<file path="src/design/iol_pkg.sv">
/*
  Package for the I/O load/store access checker: register offsets,
  status field layout, error codes, target and mapping encodings and
  the state record of the checker.
  Assumes processor-style bit numbering in the status word: bit 0 is
  the most significant bit, so status bits 0 to 3 sit at [31:28].
*/
package iol_pkg;

  // ----------------------------------------------------------------
  // register map (byte offsets on the register port)
  // ----------------------------------------------------------------
  localparam logic [3:0] IOL_OFS_CHANNEL15_STATUS_REG  = 4'h0;
  localparam logic [3:0] IOL_OFS_LIM_LO = 4'h4;
  localparam logic [3:0] IOL_OFS_LIM_HI = 4'h8;

  localparam logic [31:0] IOL_CSR_RST    = 32'h0000_0000;
  localparam logic [31:0] IOL_LIM_LO_RST = 32'h0000_0000;
  localparam logic [31:0] IOL_LIM_HI_RST = 32'h0000_0000;
  localparam logic [31:0] IOL_ZERO32     = 32'h0000_0000;

  // ----------------------------------------------------------------
  // channel15_status_reg layout
  // ----------------------------------------------------------------
  localparam int IOL_CODE_LSB = 28;
  localparam int IOL_MASK_LSB = 16;

  // ----------------------------------------------------------------
  // error codes
  // ----------------------------------------------------------------
  localparam logic [3:0] IOL_ERR_NONE     = 4'h0;
  localparam logic [3:0] IOL_ERR_INV_OP   = 4'h1;
  localparam logic [3:0] IOL_ERR_LIMIT    = 4'h3;
  localparam logic [3:0] IOL_ERR_AUTH     = 4'h5;
  localparam logic [3:0] IOL_ERR_PAGE     = 4'h6;
  localparam logic [3:0] IOL_ERR_CHAN_CHK = 4'h8;
  localparam logic [3:0] IOL_ERR_PARITY   = 4'h9;
  localparam logic [3:0] IOL_ERR_BUS      = 4'hA;
  localparam logic [3:0] IOL_ERR_CSF      = 4'hB;
  localparam logic [3:0] IOL_ERR_ECC      = 4'hC;
  localparam logic [3:0] IOL_ERR_SYS_ADDR = 4'hD;
  localparam logic [3:0] IOL_ERR_RELOAD   = 4'hE;
  localparam logic [3:0] IOL_ERR_INTERNAL = 4'hF;

  // ----------------------------------------------------------------
  // access targets and translation_control_word mapping bits 30..31
  // ----------------------------------------------------------------
  localparam logic [1:0] IOL_TGT_BUS_IO   = 2'h0;
  localparam logic [1:0] IOL_TGT_BUS_MEM  = 2'h1;
  localparam logic [1:0] IOL_TGT_FACILITY = 2'h2;
  localparam logic [1:0] IOL_TGT_UNAUTH   = 2'h3;

  localparam logic [1:0] IOL_MAP_PAGE_FLT = 2'h1;

  typedef struct packed {
    logic [31:0] lim_lo;
    logic [31:0] lim_hi;
    logic [31:0] csr;
    logic [31:0] rd_data;
    logic        chk_done;
    logic        chk_pass;
    logic        dsi;
    logic        misc_int;
    logic        chan_en;
    logic        cc_s1;
    logic        cc_s2;
    logic        cc_s3;
  } iol_state_type;

endpackage

</file>
<file path="src/design/iol_access_check.sv">
/*
  io_load_store_access_check: authority checking and first-error
  capture for processor I/O load/store on channel 15 of the
  io_channel_controller.
  Assumes access and transfer-response strobes come from logic on
  sys_clk_i; only the asynchronous channel check comes from a pin.
*/
// The strobed register port and the placing of the registers were chosen for this implementation.
// Overview of operation
// - range-check bus I/O; key-check bus memory; write-check system memory
// - bus and system memory load/store run as channel 15 bus master
// - supervisor-loaded low/high limits give one byte-granular I/O range
// - out-of-range bus I/O posts data storage interrupt, limit code
// - no range check when privileged key is 0 or time delay command
// - increment off checks start only; on checks every byte
// - 3-bit page key picks one of 8 mask bits in status register
// - no key check when privileged key is 0 or bypass is 1
// - table, limit and mask facilities need privileged key 0
// - error code latched only when no earlier error is held
// - errors are synchronous; async channel check goes to misc interrupt
// - unauthorized facility or missing table entry gives invalid operation
// - unauthorized key or write to read-only page gives authority error
// - mapping bits 01 give page fault code
// - channel check code; card-select feedback error outranks it
// - parity on load data or entry load; channel check outranks it
// - detected I/O bus error gives bus error code
// - missing card-select feedback with address check on gives its code
// - system bus uncorrectable ECC and missing address acknowledge codes
// - reload error with bypass off; internal table/flush error code
// - channel 15 stays enabled after any error
// - status load returns stored bits 0 to 31
`timescale 1ns/1ps
module iol_access_check
  import iol_pkg::*;
(
  // clock and reset
  input  wire logic        sys_clk_i,
  input  wire logic        reset_n_i,
  // register port
  input  wire logic [3:0]  reg_addr_i,
  input  wire logic [31:0] reg_wdata_i,
  input  wire logic        reg_wr_i,
  input  wire logic        reg_rd_i,
  input  wire logic        reg_priv_key_i,
  output logic      [31:0] reg_rdata_o,
  // access request with segment controls and table entry
  input  wire logic        acc_valid_i,
  input  wire logic [1:0]  acc_target_i,
  input  wire logic [31:0] acc_addr_i,
  input  wire logic [6:0]  acc_len_m1_i,
  input  wire logic        acc_write_i,
  input  wire logic        acc_time_delay_i,
  input  wire logic        seg_priv_key_i,
  input  wire logic        seg_bypass_i,
  input  wire logic        seg_addr_inc_i,
  input  wire logic        tcw_present_i,
  input  wire logic [2:0]  tcw_key_i,
  input  wire logic [1:0]  tcw_map_i,
  input  wire logic        tcw_read_only_i,
  // transfer completion and responses
  input  wire logic        xfer_done_i,
  input  wire logic        xfer_load_i,
  input  wire logic        xfer_addr_chk_i,
  input  wire logic        xfer_bypass_i,
  input  wire logic        card_select_feedback_i,
  input  wire logic        rsp_chan_chk_i,
  input  wire logic        rsp_parity_i,
  input  wire logic        rsp_tcw_par_i,
  input  wire logic        rsp_bus_err_i,
  input  wire logic        rsp_ecc_i,
  input  wire logic        rsp_no_ack_i,
  input  wire logic        rsp_reload_err_i,
  input  wire logic        rsp_internal_i,
  // asynchronous channel check pin
  input  wire logic        chan_chk_async_i,
  // results
  output logic             chk_done_o,
  output logic             chk_pass_o,
  output logic             dsi_o,
  output logic             misc_int_o,
  output logic             chan15_en_o
);

  // ----------------------------------------------------------------
  // helpers
  // ----------------------------------------------------------------
  function automatic logic in_range(input logic [31:0] a,
                                    input logic [31:0] lo,
                                    input logic [31:0] hi);
    in_range = (a >= lo) && (a <= hi);
  endfunction

  iol_state_type s;
  iol_state_type n;

  // ----------------------------------------------------------------
  // next state
  // ----------------------------------------------------------------
  always_comb begin
    logic [32:0] end_addr;
    logic        range_ok;
    logic [3:0]  acc_code;
    logic [3:0]  xfer_code;
    logic [3:0]  reg_code;
    logic [3:0]  new_code;
    logic [7:0]  mask;
    logic        prot_reg;
    logic        priv_bad;
    end_addr  = 33'h0_0000_0000;
    range_ok  = 1'b1;
    acc_code  = IOL_ERR_NONE;
    xfer_code = IOL_ERR_NONE;
    reg_code  = IOL_ERR_NONE;
    new_code  = IOL_ERR_NONE;
    mask      = s.csr[IOL_MASK_LSB +: 8];
    prot_reg  = 1'b0;
    priv_bad  = 1'b0;

    n          = s;
    n.chk_done = 1'b0;
    n.chk_pass = 1'b0;
    n.dsi      = 1'b0;
    n.rd_data  = IOL_ZERO32;
    n.chan_en  = 1'b1;

    // async check is only ever routed out, never recorded
    n.cc_s1    = chan_chk_async_i;
    n.cc_s2    = s.cc_s1;
    n.cc_s3    = s.cc_s2;
    n.misc_int = s.cc_s2 & ~s.cc_s3;

    // -- access check --
    end_addr = {1'b0, acc_addr_i} + {26'h000_0000, acc_len_m1_i};
    range_ok = in_range(acc_addr_i, s.lim_lo, s.lim_hi);
    if (seg_addr_inc_i) begin
      // wrap past the top of the space counts as out of range
      range_ok = range_ok && !end_addr[32] &&
                 in_range(end_addr[31:0], s.lim_lo, s.lim_hi);
    end

    case (acc_target_i)
      IOL_TGT_BUS_IO: begin
        if (seg_priv_key_i && !acc_time_delay_i && !range_ok) begin
          acc_code = IOL_ERR_LIMIT;
        end
      end
      IOL_TGT_BUS_MEM: begin
        // handled as the channel 15 bus master
        if (!seg_bypass_i) begin
          if (!tcw_present_i) begin
            acc_code = IOL_ERR_INV_OP;
          end else if (tcw_map_i == IOL_MAP_PAGE_FLT) begin
            acc_code = IOL_ERR_PAGE;
          end else if (seg_priv_key_i && !mask[tcw_key_i]) begin
            acc_code = IOL_ERR_AUTH;
          end else if (tcw_map_i[1] && acc_write_i &&
                       tcw_read_only_i) begin
            acc_code = IOL_ERR_AUTH;
          end
        end
      end
      IOL_TGT_FACILITY: begin
        if (seg_priv_key_i) begin
          acc_code = IOL_ERR_INV_OP;
        end
      end
      default: begin
        acc_code = IOL_ERR_INV_OP;
      end
    endcase

    if (acc_valid_i) begin
      n.chk_done = 1'b1;
      n.chk_pass = (acc_code == IOL_ERR_NONE);
    end

    // -- transfer response, highest precedence first --
    if (xfer_addr_chk_i && !card_select_feedback_i) begin
      xfer_code = IOL_ERR_CSF;
    end else if (rsp_chan_chk_i) begin
      xfer_code = IOL_ERR_CHAN_CHK;
    end else if ((rsp_parity_i && xfer_load_i) || rsp_tcw_par_i) begin
      xfer_code = IOL_ERR_PARITY;
    end else if (rsp_bus_err_i) begin
      xfer_code = IOL_ERR_BUS;
    end else if (rsp_ecc_i) begin
      xfer_code = IOL_ERR_ECC;
    end else if (rsp_no_ack_i) begin
      xfer_code = IOL_ERR_SYS_ADDR;
    end else if (rsp_reload_err_i && !xfer_bypass_i) begin
      xfer_code = IOL_ERR_RELOAD;
    end else if (rsp_internal_i) begin
      xfer_code = IOL_ERR_INTERNAL;
    end

    // -- register port --
    prot_reg = (reg_addr_i == IOL_OFS_LIM_LO) ||
               (reg_addr_i == IOL_OFS_LIM_HI) ||
               (reg_addr_i == IOL_OFS_CHANNEL15_STATUS_REG);
    priv_bad = (reg_wr_i || reg_rd_i) && prot_reg && reg_priv_key_i;
    if (priv_bad) begin
      reg_code = IOL_ERR_INV_OP;
    end

    if (reg_wr_i && !priv_bad) begin
      case (reg_addr_i)
        IOL_OFS_LIM_LO: n.lim_lo = reg_wdata_i;
        IOL_OFS_LIM_HI: n.lim_hi = reg_wdata_i;
        IOL_OFS_CHANNEL15_STATUS_REG:  n.csr    = reg_wdata_i;
        default: begin
        end
      endcase
    end

    if (reg_rd_i && !priv_bad) begin
      case (reg_addr_i)
        IOL_OFS_LIM_LO: n.rd_data = s.lim_lo;
        IOL_OFS_LIM_HI: n.rd_data = s.lim_hi;
        IOL_OFS_CHANNEL15_STATUS_REG:  n.rd_data = s.csr;
        default:        n.rd_data = IOL_ZERO32;
      endcase
    end

    // the finishing transfer is the older instruction, so it wins
    if (xfer_done_i && xfer_code != IOL_ERR_NONE) begin
      new_code = xfer_code;
    end else if (acc_valid_i && acc_code != IOL_ERR_NONE) begin
      new_code = acc_code;
    end else begin
      new_code = reg_code;
    end

    // interrupt is posted even when an earlier code is kept
    n.dsi = (new_code != IOL_ERR_NONE);
    // latch against the held code; set wins over a same-cycle store
    if (new_code != IOL_ERR_NONE &&
        s.csr[IOL_CODE_LSB +: 4] == IOL_ERR_NONE) begin
      n.csr[IOL_CODE_LSB +: 4] = new_code;
    end
  end

  // ----------------------------------------------------------------
  // state register
  // ----------------------------------------------------------------
  always_ff @(posedge sys_clk_i or negedge reset_n_i) begin
    if (!reset_n_i) begin
      s.lim_lo   <= IOL_LIM_LO_RST;
      s.lim_hi   <= IOL_LIM_HI_RST;
      s.csr      <= IOL_CSR_RST;
      s.rd_data  <= IOL_ZERO32;
      s.chk_done <= 1'b0;
      s.chk_pass <= 1'b0;
      s.dsi      <= 1'b0;
      s.misc_int <= 1'b0;
      s.chan_en  <= 1'b1;
      s.cc_s1    <= 1'b0;
      s.cc_s2    <= 1'b0;
      s.cc_s3    <= 1'b0;
    end else begin
      s <= n;
    end
  end

  assign reg_rdata_o = s.rd_data;
  assign chk_done_o  = s.chk_done;
  assign chk_pass_o  = s.chk_pass;
  assign dsi_o       = s.dsi;
  assign misc_int_o  = s.misc_int;
  assign chan15_en_o = s.chan_en;

  logic [3:0] code_q;
  assign code_q = s.csr[IOL_CODE_LSB +: 4];
endmodule

</file>
<file path="config.mk">
export PLATFORM = sky130hd
export DESIGN_NAME = iol_access_check
export DESIGN_NICKNAME = d
export VERILOG_FILES = /design/src/design/iol_pkg.sv /design/src/design/iol_access_check.sv
export SDC_FILE = /design/constraint.sdc
export NUM_CORES = 1
export LEC_CHECK = 0
export BUFFER_PORTS_ARGS = -buffer_cell sky130_fd_sc_hd__buf_2
export CAP_MARGIN = 15
export CORE_AREA = 2 2 283 145
export CTS_BUF_LIST = sky130_fd_sc_hd__clkbuf_2
export CTS_CLUSTER_DIAMETER = 200
export DETAILED_ROUTE_END_ITERATION = 6
export DIE_AREA = 0 0 285 147
export PLACE_DENSITY_LB_ADDON = 0.2
export SLEW_MARGIN = 20
export SYNTH_ARGS = -nofsm -noshare
export SYNTH_HDL_FRONTEND = slang
export SYNTH_SLANG_ARGS = --single-unit
</file>
<file path="constraint.sdc">
create_clock -name sys_clk_i -period 3.5 [get_ports sys_clk_i]
set_input_delay 0.7 -clock sys_clk_i [delete_from_list [all_inputs] [get_ports sys_clk_i]]
set_output_delay 0.7 -clock sys_clk_i [all_outputs]
set_load 0.01 [all_outputs]
</file>
# == Word-level counts from Yosys, hierarchy flattened ==
# Cells that the tools add are included.
# totals
elab_cells,96
ram_bits,0
latchBits,0
mem_bits_ro,0
out_inout_bits,37
mem_count,0
ff_bits,135
in_bits,109
# classes
shift,0
n_div,0
n_reduce_logical,43
n_addsub,1
n_eq_ne,5
mux,28
mul,0
magnitude_cmp,5
bitwise,2
# op_table
cell,n
32-bit two-way mux,3
32-bit one-hot mux with 3 select lines,1
32-bit greater-or-equal comparator,2
32-bit <= comparator,2
4-bit two-way mux,11
32-bit by 7-bit adder with 33-bit output,1
1-bit logical AND,19
3-bit two-way mux,5
4-bit logical NOT,3
4-bit one-hot mux with 3 select lines,1
4-bit nonzero test,3
2-bit AND reduction,4
1-bit logical NOT,7
"2-bit by 1-bit equality test with 1-bit output, second input constant",2
"4-bit by 3-bit equality test with 1-bit output, second input constant",1
"4-bit equality test, second input constant",1
1-bit logical OR,4
"3-bit by 4-bit < comparator with 1-bit output, second input constant",1
1-bit two-way mux,4
2-bit two-way mux,2
2-bit nonzero test,2
1-bit binary-select mux with 3-bit select,1
"2-bit equality test, second input constant",1
2-bit logical NOT,1
2 further kinds,2

# == Longest topological paths before layout ==
# Gate-level depths: netlist of run 1.
# depth
word_depth,17
ltp_mapped,20

# == Least setup slack after synthesis of run 1 ==
# No wires, ideal clock.
# synth_path
path_type,input port to flip-flop
start,input port acc_addr_i[1]
end,register s (netlist bit code_q[1])
arrival_time_ns,4.328
stages,20
setup_ns,0.124
path_slack_ns,-0.952
path_cell_list,ha_1 > a21o_1 > a21oi_1 > o21bai_1 > a21oi_1 > o21bai_1 > a21oi_1 > nand2b_1 > nor3_1 > xor2_1 > ha_1 > nand4_2 > or4_1 > o21ai_1 > a31oi_1 > a211oi_2 > nand2_1 > o21ai_0 > a21oi_1 > a211o_1
# synth_via
elab_chain_cells,17
word_cells_on_any_way,25
# synth_rtl
element,line_no,rtl
"start, declared",iol_access_check.sv:49,"input wire logic [31:0] acc_addr_i,"
"32-bit by 7-bit adder with 33-bit output, or another cell as far along",iol_access_check.sv:133,"end_addr = {1'b0, acc_addr_i} + {26'h000_0000, acc_len_m1_i};"
"32-bit greater-or-equal comparator, or another cell as far along",iol_access_check.sv:90,in_range = (a >= lo) && (a <= hi);
1-bit logical AND (on tied branches),"iol_access_check.sv:90, iol_access_check.sv:137",
1-bit logical AND,iol_access_check.sv:137,range_ok = range_ok && !end_addr[32] &&
1-bit two-way mux (*),iol_access_check.sv:135,if (seg_addr_inc_i) begin
1-bit logical NOT (*),iol_access_check.sv:143,if (seg_priv_key_i && !acc_time_delay_i && !range_ok) begin
1-bit logical AND (*),iol_access_check.sv:143,
2-bit two-way mux (*),iol_access_check.sv:143,
4-bit one-hot mux with 3 select lines (*),iol_access_check.sv:141,case (acc_target_i)
4-bit nonzero test,iol_access_check.sv:227,end else if (acc_valid_i && acc_code != IOL_ERR_NONE) begin
1-bit logical AND,iol_access_check.sv:227,
4-bit two-way mux (*),iol_access_check.sv:227,
4-bit two-way mux (*),iol_access_check.sv:225,if (xfer_done_i && xfer_code != IOL_ERR_NONE) begin
4-bit nonzero test,iol_access_check.sv:236,if (new_code != IOL_ERR_NONE &&
1-bit logical AND,iol_access_check.sv:236,
2-bit nonzero test (no line),n/a,
2-bit AND reduction (no line),n/a,
"end signal, assigned",iol_access_check.sv:260,s <= n;
"end, declared",iol_access_check.sv:93,iol_state_type s;
# Mark *: on every way between the ends. The rest lies on a longest branch, timed or not.
# A chain may end at the register's enable or synchronous reset.

==> results of run 1 <==
[flip-flops by register name, summed over array words and instances, names as in the netlist]
| register | cells |
|---|---|
| reg_rdata_o | 32 |
| chk_done_o | 1 |
| code_q | 4 |
| misc_int_o | 1 |
| chk_pass_o | 1 |
| dsi_o | 1 |
| s | 93 |
| n | 2 |
[per-layer routing]
metal | wire, um | vias to the layer above | global-route usage (%)
met5 | 27 | - | 0
met4 | 246 | 4 | 2.49
met3 | 1610 | 19 | 4.02
met2 | 12800 | 158 | 22.4
met1 | 18500 | 3941 | 26.0
li1 | - | 4006 | -
[worst max-delay path, cell delays in order]
cell and delay [ns]:
buf_6 0.10, ha_4 0.22, a21o_1 0.18, a21oi_4 0.19
o21bai_4 0.09, a21oi_4 0.14, o21bai_1 0.09, a21oi_2 0.25
nand2b_4 0.22, nor3_1 0.07, xor2_1 0.18, buf_4 0.15
ha_1 0.33, nand4_4 0.11, or4_1 0.49, o21ai_1 0.13
a31oi_1 0.06, a211oi_2 0.18, buf_4 0.18, nand3_2 0.07
a31o_4 0.26, nand2_4 0.07, mux2i_1 0.17
[stage by stage]
stage               setup WS, ns  cells
floorplan                 -0.612    982
global placement           -1.34   1724
detailed placement         -1.36   1724
CTS                       -0.333   1769
global route              -0.424   1777
finish                    -0.393   1777
[layout make-up]
type	instances	area [um^2]	area share, %
clock buffer	18	90.1	0.718
clock inverter	14	220	1.75
inverter	77	289	2.30
multi-input combinational	713	6060	48.3
sequential	135	3380	26.9
tap	540	676	5.38
timing repair buffer	280	1840	14.6
[what timing repair did]
| item | 4_1_cts | 5_1_grt |
|---|---|---|
| resized for setup | 26 | 13 |
| hold buffers | 3 | 3 |
| pin swaps | 25 | 23 |
| buffers inserted | 11 | 5 |
| setup endpoints to repair | 6 | 6 |
| hold endpoints to repair | 33 | 3 |
[worst max path at each step]
stage                     slack, ns       startpoint         to  depth (start not counted)
after floorplan               -0.61    acc_addr_i[0]  code_q[2]                         19
after global placement        -1.34    acc_addr_i[0]  code_q[1]                         21
after detailed placement      -1.36    acc_addr_i[0]  code_q[2]                         21
after CTS                     -0.33  acc_len_m1_i[1]  code_q[2]                         23
after global routing          -0.42    acc_addr_i[0]  code_q[2]                         22
final                         -0.39  acc_len_m1_i[1]  code_q[2]                         23
[where the power goes]
part	leakage [uW]	switching (uW)	internal (uW)
combinational	0.00412	1040	927
sequential	0.00176	186	1790
clock	0.000182	677	556
total	0.00605	1900	3280
[cells in the final DEF, fill, tap and decap left out, types with 17 or more instances in the layout]
| cell | synthesis | final |
|---|---|---|
| nand2_1 | 37 | 35 |
| ha_1 | 135 | 130 |
| a21oi_1 | 94 | 89 |
| nand3_1 | 23 | 22 |
| o21ai_0 | 19 | 17 |
| buf_4 | 33 | 124 |
| mux2_2 | 93 | 93 |
| nor2_1 | 82 | 81 |
| nand4_1 | 25 | 25 |
| dfrtp_1 | 135 | 135 |
| xnor2_1 | 21 | 19 |
| clkbuf_2 | 0 | 18 |
| buf_2 | 0 | 141 |
| mux2i_1 | 36 | 36 |
| inv_1 | 77 | 77 |
[logic make-up (layout without fill, tap and decap cells)]
group / Yosys count / after routing / share of synthesized area, %
AO/OA/AOI/OAI: 174 / 174 / 10.9
XOR/XNOR: 30 / 30 / 2.69
adder cells (fa/ha/maj): 136 / 136 / 17.5
buffers and inverters: 134 / 389 / 6.42
flip-flops: 135 / 135 / 34.6
multiplexers: 131 / 131 / 14.9
other: 1 / 1 / 0.0384
AND/OR/NAND/NOR: 241 / 241 / 12.9
==> flow_summary.json, run 1 <==
{
  "run_status": "finished with violations",
  "failed_checks": "setup timing",
  "num_vias": 8128,
  "relSlewSlack_pct": 27.2,
  "path_max_fanout": 4,
  "p_per_area_mw_per_mm2": 412,
  "drive_gt1_share_pct": 36.3,
  "hold_class": "in -> reg",
  "period_share_pct": 111,
  "rows": 52,
  "holdPathStages": 2,
  "fp.dieW_um": 285,
  "clk_latency_ns": 0.82,
  "hold_ws_ns": 0.115,
  "die_h_um": 147,
  "cts_max_level": 4,
  "worstReg2RegEnd": "code_q[1]",
  "maxCapViolations": 0,
  "antenna_cells": 0,
  "fin_area_mm2": 0.0126,
  "io_pins": 146,
  "cts_root_buf": "clkbuf_2",
  "start_util_pct": 24.6,
  "grt-ovfl-total": 0,
  "p_leak_uw": 0.00605,
  "peakVddDrop_mv": 0.179,
  "yosysUniqueCellTypes": 65,
  "arrival_ns": 4.66,
  "ys_seq_elements": 135,
  "clkTransAtPathRegs_ns": 0.26,
  "grt_start_max_net_pins": 73,
  "grt_pass1_wl_um": 51800,
  "grt_pass1_vias": 8388,
  "finalSetupViolCount": 6,
  "drt-pass1-iter-count": 5,
  "rsz0062_at_grt": "yes",
  "timing.fmax_mhz": 257,
  "finalHoldViolations": 0,
  "slew_viol_final": 0,
  "start_kind": "input pin",
  "worst-setup-path-type": "in -> reg",
  "reg2reg_from": "s[104]",
  "track_usage_pct": 16.4,
  "wl_um": 33200,
  "async_flop_share_pct": 100,
  "worst-r2r-setup-slack_ns": 0.27,
  "fin_setup_tns_ns": -2.10,
  "worst_clock_skew_ns": 0.0419,
  "layout_setup_ws_ns": -0.393,
  "dieArea_mm2": 0.0419,
  "worstHoldEndpoint": "s[46]",
  "synthCells": 982,
  "drt_iter0_drc": 526,
  "cts_buffers": 17,
  "finalPower_uw": 5180,
  "synth_flop_cell": "dfrtp_1",
  "ys_warn_count": 0,
  "core_area_mm2": 0.0397,
  "synth.yosys.seq_area_share_pct": 34.6,
  "synthTopCellsByArea": "dfrtp_1 35%, ha_1 17%, mux2_2 11%, a21oi_1 4.8%, mux2i_1 3.7%",
  "vias_per_cell": 4.57,
  "fin_crit_ns": 3.89,
  "hp-start": "reg_wdata_i[6]",
  "route.detailed.wl_per_inst_um": 18.7,
  "critPathCaptureType": "flop",
  "post_dp_cell_area_mm2": 0.0118,
  "syn-mean-instance-area_um2": 9.95,
  "clock_path_buffers": 2,
  "final_util_pct": 31.6,
  "ys_top_cells_by_count": "135 x dfrtp_1, 135 x ha_1, 94 x a21oi_1, 93 x mux2_2, 82 x nor2_1",
  "reg2regPathDepth": 13,
  "yosys.area.top_type_share_pct": 34.6,
  "antenna_found_initial": 2,
  "cts_tree": "done",
  "nNetsFinal": 1469,
  "postRouteAntennaNets": 0,
  "cts.sinks": 135,
  "tightest_slew_ns": 1.09,
  "dp_hpwl_um": 26500,
  "io_buffers": 144,
  "nFillCells": 4190,
  "synth_top_area_cell": "dfrtp_1",
  "required_ns": 4.26,
  "syn_nets": 1227,
  "netlist_area_mm2": 0.00977,
  "place.gp.congestion": 0.846,
  "area_delta_synth_final_pct": 28.5,
  "synth_edf_count": 0,
  "post-route-drc-count": 0
}
Note: power is estimated with default switching activity, not from simulation.
==> run 2, diff against run 1 <==
Settings changed: GPL_TIMING_DRIVEN from default to 0.
==> run 2 against run 1 <==
Compared with the run above: the flow still finishes with violations (setup timing); clock-buffer cell count is the same; global-route usage decreased by 0.32 points; utilization decreased by 1.0 points; sequential share of layout area is 0.89 points higher; worst hold slack improved by 0.0016 ns; sequential power about the same; first-iteration DRC count down 11%; total power down 7.4%; critical endpoint is now dsi_o; largest cell class unchanged.
==> flow_summary.json, run 2 (synthesis results as in run 1) <==
{
  "drt_iter0_drc": 469,
  "path_max_fanout": 3,
  "grt-ovfl-total": 0,
  "fp.dieW_um": 285,
  "finalSetupViolCount": 6,
  "nFillCells": 4211,
  "io_buffers": 142,
  "relSlewSlack_pct": 33.6,
  "period_share_pct": 114,
  "multi_input_area_mm2": 0.00613,
  "io_pins": 146,
  "largest_register_ffs": 93,
  "grt_pass1_vias": 8143,
  "start_util_pct": 24.6,
  "switching_share_pct": 39.6,
  "cts_root_buf": "clkbuf_2",
  "regArea_mm2": 0.00338,
  "postRouteAntennaNets": 0,
  "slew_viol_final": 0,
  "cts_buffers": 17,
  "rows": 52,
  "routed-wl-met3_um": 1860,
  "cts_tree": "done",
  "clk_latency_ns": 0.83,
  "critPathCaptureType": "flop",
  "seqPwrFrac_pct": 41.3,
  "post-route-drc-count": 0,
  "die_h_um": 147,
  "dp.cells": 1665,
  "route.met2.wl_um": 12900,
  "failed_checks": "setup timing",
  "area_delta_synth_final_pct": 24.4,
  "grt_pass1_wl_um": 50200,
  "p_sw_uw": 1900,
  "start_kind": "input pin",
  "place.gp.congestion": 0.820,
  "final_cell_mix": "137 x buf_2, 135 x dfrtp_1, 128 x ha_1, 93 x mux2_2, 87 x a21oi_1",
  "finalHoldViolations": 0,
  "tightest_slew_ns": 0.996,
  "wl_um": 33200,
  "p_leak_uw": 0.00576,
  "peakVddDrop_mv": 0.165,
  "cts_max_level": 4,
  "grt_start_max_net_pins": 75,
  "vias_per_cell": 4.72,
  "finalPower_uw": 4800,
  "rsz0062_at_grt": "yes",
  "route.detailed.wl_per_inst_um": 19.1,
  "core_area_mm2": 0.0397,
  "fin_crit_ns": 3.97,
  "clkTransAtPathRegs_ns": 0.24,
  "required_ns": 4.26,
  "track_usage_pct": 16.1,
  "power.internal_uw": 2890,
  "maxCapViolations": 0,
  "fin_cells": 1739,
  "dp_hpwl_um": 26500,
  "top_register": "s",
  "worst_clock_skew_ns": 0.0355,
  "drt-pass1-iter-count": 7,
  "p_per_area_mw_per_mm2": 395,
  "num_vias": 8207,
  "arrival_ns": 4.74,
  "hold_class": "in -> reg",
  "antenna_found_initial": 2,
  "cts.sinks": 135,
  "p_comb_share_pct": 38.8,
  "worst-r2r-setup-slack_ns": 0.26,
  "worst-setup-path-type": "in -> reg",
  "top_layer_used": "met5",
  "run_status": "finished with violations",
  "clock_path_buffers": 2,
  "layout_setup_ws_ns": -0.474,
  "p_clk_share_pct": 19.9,
  "wl_met1_um": 18000,
  "nNetsFinal": 1430,
  "timing.fmax_mhz": 252,
  "drive_gt1_share_pct": 33.4,
  "mostFrequentLayoutCell": "buf_2",
  "dieArea_mm2": 0.0419
}
[run 2: cell count changes in the layout (fill, tap and decap cells not counted), sizes merged, moves of 2 or more]
cell      delta
buf         -57
clkbuf      +19
clkinv       +3
bufinv       -4
clkinvlp     +2
[run 2: area by class of cell]
type	count	area share, %
Antenna cell	1	0.0206
Buffer	57	2.78
Clock buffer	18	0.741
Clock inverter	14	1.03
Inverter	77	2.38
Multi-Input combinational cell	713	50.5
Sequential cell	135	27.8
Tap cell	540	5.56
Timing Repair Buffer	184	9.20
[run 2: per-stage QoR]
stage,TNS (ns),util (%),instance area [um^2],worst slack (ns),hold WS (ns)
CTS,-1.78,30.1,12000,-0.336,0.00633
global placement,-60.33,28.3,11200,-1.64,0.336
finish,-2.55,30.6,12200,-0.474,0.117
global route,-2.43,30.6,12200,-0.442,-0.000101
detailed placement,-9.77,28.4,11300,-1.73,0.335
floorplan,-3.18,-,9840,-0.612,0.331
[run 2: worst max-delay path: stages]
cell	delay (ns)
buf_2	0.14
ha_4	0.28
a21o_1	0.16
a21oi_4	0.09
o21ai_2	0.20
and2_4	0.19
nand2_4	0.07
or4_4	0.46
xnor2_4	0.16
ha_4	0.27
nand4_1	0.17
buf_4	0.19
buf_4	0.12
buf_4	0.12
buf_4	0.12
buf_4	0.12
a21oi_2	0.12
a211oi_2	0.07
a211oi_2	0.22
buf_4	0.17
nand3_2	0.07
a31o_4	0.26
buf_4	0.13
buf_4	0.13
[run 2: layer usage]
metal | vias to the layer above | track usage, %
met5 | - | 0
met4 | 2 | 3.61
met3 | 26 | 3.96
met2 | 201 | 21.6
met1 | 4052 | 25.3
li1 | 3926 | -
[run 2: path summary, 6_finish.rpt]
kind / startpoint / endpoint / depth (start not counted)
worst min-delay path: reg_wdata_i[11] / s[83] / 2
worst max-delay path: acc_addr_i[2] / dsi_o / 24
min in group asynchronous: reset_n_i / reg_rdata_o[5] / 2
worst min register to register: n[1] / n[0] / 0
max in group asynchronous: reset_n_i / s[95] / 3
worst max register to register: s[104] / code_q[1] / 11
[run 2: power by group through the flow]
stage / Sequential (uW) / Clock (uW) / Combinational [uW]
6_report: 1980 / 953 / 1860
5_1_grt: 2020 / 1090 / 2100
4_1_cts: 1980 / 1000 / 1810
3_5_place_dp: 2010 / 0 / 1700
3_3_place_gp: 2000 / 0 / 1650
2_1_floorplan: 1940 / 0 / 1150
[run 2: timing repair]
action,in CTS,in global routing
gates resized for setup,39,21
setup buffers,30,7
hold buffers,3,2
endpoints found under the setup margin,6,6
hold endpoints to repair,63,3
pin swaps,39,28
